[src/sysctl_pkg.sv]
// Package of constants and types shared by the processor sideband end and the system controller end.
// Contract
// - Error alert rises on any detected error.
// - Alert may request controller action during init.
// - Error alert holds until software clears cause.
// - Low halt request forces checkstop condition.
// - Fatal error output low on unrecoverable error.
// - Fatal error holds until software clears checkstop.
// - Reset input low during power-on, resets device.
// - Supply good low first, then high steadily.
// - Internal time base: gate high enables counting.
// - External time base: gate carries 20-286 MHz clock; the device samples it on clk_sys and counts it only well below half of clk_sys.
// - Overtemp alarm rises when sensor exceeds limit.
// - Overtemp alarm follows condition, self releasing.
// - Alert outputs asynchronous; controller synchronises them.
`default_nettype none
package sysctl_pkg;
	// ****************************************************************
	// Widths and counts
	// ****************************************************************
	localparam int SYNC_STAGES = 2;
	localparam int TB_WIDTH = 64;
	localparam int SENSOR_COUNT = 4;
	localparam int CLK_PERIOD_NS = 10;
	localparam int EXT_TB_MIN_KHZ = 20000;
	localparam int EXT_TB_MAX_KHZ = 286000;
	// Power-on hold times, in ns and in controller clock cycles.
	localparam int SUPPLY_WAIT_NS = 1000;
	localparam int SUPPLY_WAIT_CYC = (SUPPLY_WAIT_NS + CLK_PERIOD_NS - 1) / CLK_PERIOD_NS;
	localparam int RESET_HOLD_NS = 1000;
	localparam int RESET_HOLD_CYC = (RESET_HOLD_NS + CLK_PERIOD_NS - 1) / CLK_PERIOD_NS;
	localparam int POR_CNT_W = 8;
	localparam logic [TB_WIDTH-1:0] TB_RESET = 64'h0000_0000_0000_0000;
	// ****************************************************************
	// Controller power-on states
	// ****************************************************************
	typedef enum logic [1:0] {
		POR_OFF = 2'b00,
		POR_SUPPLY = 2'b01,
		POR_RUN = 2'b11
	} por_state_type;
endpackage
`default_nettype wire

[src/sysctl_if.sv]
// Interface carrying the sideband pins between the processor and the system controller.
`default_nettype none
interface sysctl_if;
	logic error_alert_out;
	logic fatal_error_out_n;
	logic overtemp_alarm;
	logic halt_request_in_n;
	logic ext_reset_n;
	logic supply_ok;
	logic timebase_gate;
	modport dev (
		output error_alert_out,
		output fatal_error_out_n,
		output overtemp_alarm,
		input halt_request_in_n,
		input ext_reset_n,
		input supply_ok,
		input timebase_gate
	);
	modport ctl (
		input error_alert_out,
		input fatal_error_out_n,
		input overtemp_alarm,
		output halt_request_in_n,
		output ext_reset_n,
		output supply_ok,
		output timebase_gate
	);
endinterface
`default_nettype wire

[src/sysctl_device.sv]
// Processor end: error, checkstop and thermal alerts, input synchronisers and time base.
`default_nettype none
module sysctl_device (
	// Clock and local reset
	input wire logic clk_sys,
	input wire logic srst,
	// Sideband pins
	sysctl_if.dev pins,
	// Core error sources
	input wire logic error_event,
	input wire logic init_request,
	input wire logic error_clear,
	input wire logic fatal_event,
	input wire logic fatal_clear,
	input wire logic [sysctl_pkg::SENSOR_COUNT-1:0] sensor_over,
	// Time base configuration and state
	input wire logic tb_external,
	output logic [sysctl_pkg::TB_WIDTH-1:0] tb_value,
	// Status seen by the core
	output logic core_reset,
	output logic supply_stable,
	output logic checkstop
);
	import sysctl_pkg::*;

	// ****************************************************************
	// Input synchronisers
	// ****************************************************************
	// Column 0 of each chain is read only by column 1.
	logic [SYNC_STAGES-1:0] halt_s_r, rst_s_r, sup_s_r, tbg_s_r;
	logic [SYNC_STAGES-1:0] halt_s_nxt, rst_s_nxt, sup_s_nxt, tbg_s_nxt;
	always_comb begin
		halt_s_nxt = {halt_s_r[SYNC_STAGES-2:0], pins.halt_request_in_n};
		rst_s_nxt = {rst_s_r[SYNC_STAGES-2:0], pins.ext_reset_n};
		sup_s_nxt = {sup_s_r[SYNC_STAGES-2:0], pins.supply_ok};
		tbg_s_nxt = {tbg_s_r[SYNC_STAGES-2:0], pins.timebase_gate};
	end
	always_ff @(posedge clk_sys) begin
		if (srst) begin
			halt_s_r <= '1;
			rst_s_r <= '0;
			sup_s_r <= '0;
			tbg_s_r <= '0;
		end else begin
			halt_s_r <= halt_s_nxt;
			rst_s_r <= rst_s_nxt;
			sup_s_r <= sup_s_nxt;
			tbg_s_r <= tbg_s_nxt;
		end
	end
	logic halt_sync, ext_rst_sync_n, tbg_sync;
	assign halt_sync = ~halt_s_r[SYNC_STAGES-1];
	assign ext_rst_sync_n = rst_s_r[SYNC_STAGES-1];
	assign tbg_sync = tbg_s_r[SYNC_STAGES-1];
	assign supply_stable = sup_s_r[SYNC_STAGES-1];
	// The core stays in reset until the reset pin is released.
	assign core_reset = srst | ~ext_rst_sync_n;

	// ****************************************************************
	// Sticky error and fatal alerts; overtemp alarm follows the sensors
	// ****************************************************************
	logic alert_r, alert_nxt, fatal_r, fatal_nxt, ot_r, ot_nxt;
	always_comb begin
		// A new cause in the clearing cycle keeps the flag set.
		alert_nxt = alert_r;
		if (error_clear)
			alert_nxt = 1'b0;
		if (error_event | init_request)
			alert_nxt = 1'b1;
		fatal_nxt = fatal_r;
		if (fatal_clear)
			fatal_nxt = 1'b0;
		if (fatal_event | halt_sync)
			fatal_nxt = 1'b1;
		ot_nxt = |sensor_over;
	end
	always_ff @(posedge clk_sys) begin
		if (core_reset) begin
			alert_r <= 1'b0;
			fatal_r <= 1'b0;
			ot_r <= 1'b0;
		end else begin
			alert_r <= alert_nxt;
			fatal_r <= fatal_nxt;
			ot_r <= ot_nxt;
		end
	end
	// Outputs change on the core clock, asynchronous to the controller.
	assign pins.error_alert_out = alert_r;
	assign pins.fatal_error_out_n = ~fatal_r;
	assign pins.overtemp_alarm = ot_r;
	assign checkstop = fatal_r;

	// ****************************************************************
	// Time base
	// ****************************************************************
	// In external mode the gate is a clock sampled here; it must stay well below half of clk_sys.
	logic tbg_d_r, tbg_d_nxt;
	logic [TB_WIDTH-1:0] tb_r, tb_nxt;
	always_comb begin
		tbg_d_nxt = tbg_sync;
		tb_nxt = tb_r;
		if (tb_external) begin
			if (tbg_sync & ~tbg_d_r)
				tb_nxt = tb_r + 64'h0000_0000_0000_0001;
		end else if (tbg_sync) begin
			tb_nxt = tb_r + 64'h0000_0000_0000_0001;
		end
		if (checkstop)
			tb_nxt = tb_r;
	end
	always_ff @(posedge clk_sys) begin
		if (core_reset) begin
			tbg_d_r <= 1'b0;
			tb_r <= TB_RESET;
		end else begin
			tbg_d_r <= tbg_d_nxt;
			tb_r <= tb_nxt;
		end
	end
	assign tb_value = tb_r;
endmodule
`default_nettype wire

[src/flat_wrapper.sv]
// flat-port wrapper written by rule: the top's interface ports become plain ports
module sysctl_device_flat import sysctl_pkg::*;
  (clk_sys, srst, error_event, init_request, error_clear, fatal_event, fatal_clear, sensor_over, tb_external, tb_value, core_reset, supply_stable, checkstop, pins_error_alert_out, pins_fatal_error_out_n, pins_overtemp_alarm, pins_halt_request_in_n, pins_ext_reset_n, pins_supply_ok, pins_timebase_gate);
  sysctl_if pins_i ();
  input wire logic clk_sys;
  input wire logic srst;
  input wire logic error_event;
  input wire logic init_request;
  input wire logic error_clear;
  input wire logic fatal_event;
  input wire logic fatal_clear;
  input wire logic [sysctl_pkg::SENSOR_COUNT-1:0] sensor_over;
  input wire logic tb_external;
  output logic [sysctl_pkg::TB_WIDTH-1:0] tb_value;
  output logic core_reset;
  output logic supply_stable;
  output logic checkstop;
  output wire logic [$bits(pins_i.error_alert_out)-1:0] pins_error_alert_out;
  output wire logic [$bits(pins_i.fatal_error_out_n)-1:0] pins_fatal_error_out_n;
  output wire logic [$bits(pins_i.overtemp_alarm)-1:0] pins_overtemp_alarm;
  input wire logic [$bits(pins_i.halt_request_in_n)-1:0] pins_halt_request_in_n;
  input wire logic [$bits(pins_i.ext_reset_n)-1:0] pins_ext_reset_n;
  input wire logic [$bits(pins_i.supply_ok)-1:0] pins_supply_ok;
  input wire logic [$bits(pins_i.timebase_gate)-1:0] pins_timebase_gate;
  assign pins_error_alert_out = pins_i.error_alert_out;
  assign pins_fatal_error_out_n = pins_i.fatal_error_out_n;
  assign pins_overtemp_alarm = pins_i.overtemp_alarm;
  assign pins_i.halt_request_in_n = pins_halt_request_in_n;
  assign pins_i.ext_reset_n = pins_ext_reset_n;
  assign pins_i.supply_ok = pins_supply_ok;
  assign pins_i.timebase_gate = pins_timebase_gate;
  sysctl_device u_core (.clk_sys(clk_sys), .srst(srst), .pins(pins_i), .error_event(error_event), .init_request(init_request), .error_clear(error_clear), .fatal_event(fatal_event), .fatal_clear(fatal_clear), .sensor_over(sensor_over), .tb_external(tb_external), .tb_value(tb_value), .core_reset(core_reset), .supply_stable(supply_stable), .checkstop(checkstop));
endmodule
[config.mk]
export PLATFORM = sky130hd
export DESIGN_NAME = sysctl_device_flat
export DESIGN_NICKNAME = d
export VERILOG_FILES = /design/src/sysctl_pkg.sv /design/src/sysctl_if.sv /design/src/sysctl_device.sv /design/src/flat_wrapper.sv
export SDC_FILE = /design/constraint.sdc
export NUM_CORES = 1
export LEC_CHECK = 0
export ABC_AREA = 1
export BUFFER_PORTS_ARGS = -buffer_cell sky130_fd_sc_hd__buf_4
export CAP_MARGIN = 25
export CORE_ASPECT_RATIO = 1.1
export CORE_MARGIN = 5
export CORE_UTILIZATION = 25
export DETAILED_ROUTE_END_ITERATION = 8
export PLACE_DENSITY = 0.5
export SLEW_MARGIN = 30
export SYNTH_ARGS = -nofsm -noshare
export SYNTH_HDL_FRONTEND = slang
export SYNTH_SLANG_ARGS = --single-unit
[constraint.sdc]
create_clock -name clk_sys -period 2.39 [get_ports clk_sys]
set_clock_uncertainty 0.2 [all_clocks]
set_input_delay 0.3585 -clock clk_sys [delete_from_list [all_inputs] [get_ports clk_sys]]
set_output_delay 0.3585 -clock clk_sys [all_outputs]
set_load 0.02 [all_outputs]
==> run summary <==
The run finished with clean final reports. The final setup violation count is 0, and the final estimated routing congestion in global placement is 0.938. The worst register-to-register path ends at u_core.tb_value[34]. In the synthesized netlist, the number of instances is 686. The run gives 4273 as the number of global-route vias before repair. Counting distinct cell types in the post-synthesis netlist gives 31. The placeable core region came out at 0.0164 mm2.

The initialized floorplan defines 49 standard-cell rows. The number of cells on the worst reg-to-reg path was 9. After detailed routing, the number of vias per cell comes to 4.43.

The final core area utilization was 0.331. The share of the cycle needed by the critical path after routing was 0.886. Type of element capturing the critical path: a register. In this run the tool buffered the top-level ports with 85 buffer cells. The clock buffer count from CTS came out at 9.

When the netlist entered floorplanning its net count stood at 703. The worst hold path belongs to the class input port to register. The floorplan step set the die height to 146 um. The routed wire length per instance is 15.3 um, and the portion of total power attributed to sequential cells is 0.462.

For the residual antenna-violating net count after detailed routing, the log shows 0. In this run the worst path has a maximum fanout of 5. For this block, the initial DRC count from the detailed router was 310. The sequential element share of the synthesized area is 0.364, and the final-stage net count is 802.

The power density over the cells was 508 mW/mm2. Relative slew slack: 0.719. The fraction of power spent switching nets works out to 0.214.

The worst flop-to-flop path startpoint is u_core.tb_value[22]. The tools report the overall fraction of global-route tracks in use as 0.158. The run gives 0.00418 mm2 as the total standard cell area after synthesis. For this design the top-level I/O count stands at 86.

Once the clock tree was built, the resizer swapped 0 gates to a different size. Detailed routing inserted a total of 4405 vias. The combinational power share is 0.026, and the count of fill cells added during filler insertion is 1842. The required time of the critical path is 2430 ps.

The share of cells above drive strength 1 is 0.181, and the final number of hold-violating endpoints is 0. The post-synthesis register bit count was 76; the number of antenna repair diodes was 0. The count of flip-flops with a built-in enable after synthesis is 0. STA puts the critical path data arrival time at 2160 ps. The tree is rooted in a clkbuf_16. The routed design could run at a clock period as short as 2120 ps. The net switching component of the power was 0.593 mW.

Final number of max-transition violations: 0. In the synthesized netlist the dominant register cell turns out to be dfxtp_1. Origin of the worst min-delay path: pins_timebase_gate.

The worst setup path is of the register to register kind. At the later pin of the worst-skew pair, clock insertion delay measures 340 ps. In this run the number of H-tree levels came out at 3. The wire length on met3 was 699 um.

Derived from the worst setup path, the maximum achievable clock frequency is 472 MHz. Across all hold checks on the routed design, the worst slack comes to 16.2 ps. Counting every sink on the clock net gives 76. The design draws 2.76 mW. The total detailed-routing wirelength was 15200 um. For the final routed database, the setup TNS stands at 0 ps.

HPWL after detailed placement: 12300 um. The logs give 0 for the initial antenna violation count and 0 for the number of maximum-capacitance violations. TritonCTS built the clock tree.

Global routing finished with a remaining overflow of 0. Summed over all nets, wire length on met2 after detailed routing comes to 7050 um. The pre-antenna-repair detailed-routing pass consisted of 5 iterations.

Setup repair after global routing left no endpoint under its margin. Area occupied by registers: 0.00152 mm2. The instance count along the most critical hold path is 3, and the mean cell area of the mapped netlist is 6.10 um2. The area growth from synthesis to final layout was 30.1%; the slew of the pin with the lowest slew margin was 419 ps. Clock-pin slew was measured on the worst setup and hold paths at 60 ps. The worst-case IR drop observed on VDD is 0.000327 V.

The count of yosys warnings during synthesis was 0. The logs give 0.255 for the initial core utilization and 7000 um for the wire length on met1. The hold-critical path endpoint was u_core.tbg_s_r[0].

Summed over all cells, the static leakage comes to 1.90 nW. The logs give 52 for the maximum number of pins on one net before global-route repair and 0.512 for the fraction of power consumed by the clock network. In the final layout, the multi-input gates occupy 0.00231 mm2.

The first global-routing pass estimated 23800 um of wire. The clock passes through at most 2 buffers. Signal routing reaches up to met4. Cell internal power was estimated by the tool at 2.17 mW. The x dimension of the die is 133 um, and the full die area is 0.0194 mm2. The run gives 270 ps as the register-to-register setup slack. Share of flip-flops with an asynchronous set or reset after synthesis: 0.

The worst setup path is launched from a register. For this run, design rule violations remaining after detail routing come to 0.
[placed cells by master, fill, tap and decap left out, types with 6 or more instances in the layout]
| master | count |
|---|---|
| xor2_1 | 6 |
| nand2_1 | 186 |
| buf_4 | 95 |
| nand3_1 | 44 |
| a21oi_1 | 33 |
| o21ai_0 | 18 |
| dfxtp_1 | 76 |
| nand4_1 | 9 |
| nor3_1 | 6 |
| inv_1 | 80 |
| clkbuf_16 | 9 |
| nor2_1 | 175 |
| nor2_2 | 11 |
[how the worst max path moves through the flow]
stage / depth (start not counted) / startpoint / slack [ps] / end
after global routing: 9 / u_core.tb_value[22] / 30 / u_core.tb_value[34]
after global placement: 9 / u_core.tb_value[15] / 320 / u_core.tb_value[28]
after CTS: 9 / u_core.tb_value[22] / 310 / u_core.tb_value[34]
after floorplan: 8 / u_core.tb_value[1] / 570 / u_core.tb_value[36]
after detailed placement: 10 / tb_external / 300 / u_core.tb_value[36]
final: 9 / u_core.tb_value[22] / 270 / u_core.tb_value[34]
[registers in the layout, indices dropped and copies added (netlist names)]
signal / flops
u_core.checkstop: 1
u_core.halt_s_r: 2
u_core.pins.error_alert_out: 1
u_core.pins.overtemp_alarm: 1
u_core.rst_s_r: 2
u_core.sup_s_r: 2
u_core.tb_value: 64
u_core.tbg_d_r: 1
u_core.tbg_s_r: 2
[repair_timing]
item,in CTS,in global routing
endpoints found under the hold margin,1,0
hold buffers,1,0
setup buffers,0,0
[power by group through the flow]
stage               clock network (mW)  registers, mW  logic (mW)
floorplan                            0           1.31      0.0335
global placement                     0           1.31      0.0699
detailed placement                   0           1.31      0.0707
CTS                               1.45           1.28      0.0720
global route                      1.50           1.28      0.0784
finish                            1.42           1.28      0.0709
[cells in the mapped netlist (2+ instances only)]
| cell type | instances | area [um2] |
|---|---|---|
| nand2_1 | 186 | 698 |
| nor2_1 | 175 | 657 |
| inv_1 | 80 | 300 |
| dfxtp_1 | 76 | 1520 |
| nand3_1 | 44 | 220 |
| a21oi_1 | 33 | 165 |
| o21ai_0 | 18 | 90.1 |
| nor2_2 | 11 | 68.8 |
| nand4_1 | 9 | 56.3 |
| nor3_1 | 6 | 30.0 |
| xor2_1 | 6 | 52.6 |
| clkbuf_1 | 4 | 15.0 |
| nand2_2 | 4 | 25.0 |
| nor2_4 | 4 | 45.0 |
| buf_2 | 3 | 15.0 |
| nand3_2 | 3 | 30.0 |
| nor3_2 | 3 | 30.0 |
| o21bai_1 | 3 | 22.5 |
| or2_2 | 3 | 18.8 |
| inv_2 | 2 | 7.51 |
| o21ai_1 | 2 | 10.0 |
| xnor2_1 | 2 | 17.5 |
[kinds of logic after synthesis]
group                    synth area share
AND/OR/NAND/NOR                     0.461
adder cells (fa/ha/maj)           0.00299
buffers and inverters              0.0834
XOR/XNOR                           0.0167
flip-flops                          0.364
AO/OA/AOI/OAI                      0.0721
[final cells by class]
class / instances / area share
clock buffer: 12 / 0.0471
clock inverter: 4 / 0.00873
inverter: 82 / 0.0565
multi-input combinational: 519 / 0.425
sequential: 76 / 0.279
tap: 204 / 0.0469
timing repair buffer: 97 / 0.136
[worst max-delay path: stages (launching register included)]
cell and delay (ps):
dfxtp_1 470, nand2_1 110, nor2_1 310, nand2_1 130, nor2_1 210, inv_1 60
nor2_1 290, nand3_1 110, nand2_1 80, nor2_1 40
[metrics by stage]
stage          cells  worst slack [ps]  area (um2)
4_1_cts          994               314        5450
3_5_place_dp     977               295        5130
5_1_grt          994              31.9        5450
6_report         994               271        5450
3_3_place_gp     977               319        5130
2_1_floorplan    686               565        4180
[routing by layer]
layer / GRT usage / vias up
met5: 0 / -
met3: 0.0315 / 24
met2: 0.258 / 97
met1: 0.202 / 1945
met4: 0.0684 / 0
li1: - / 2339
(Power assumes the default switching activity.)
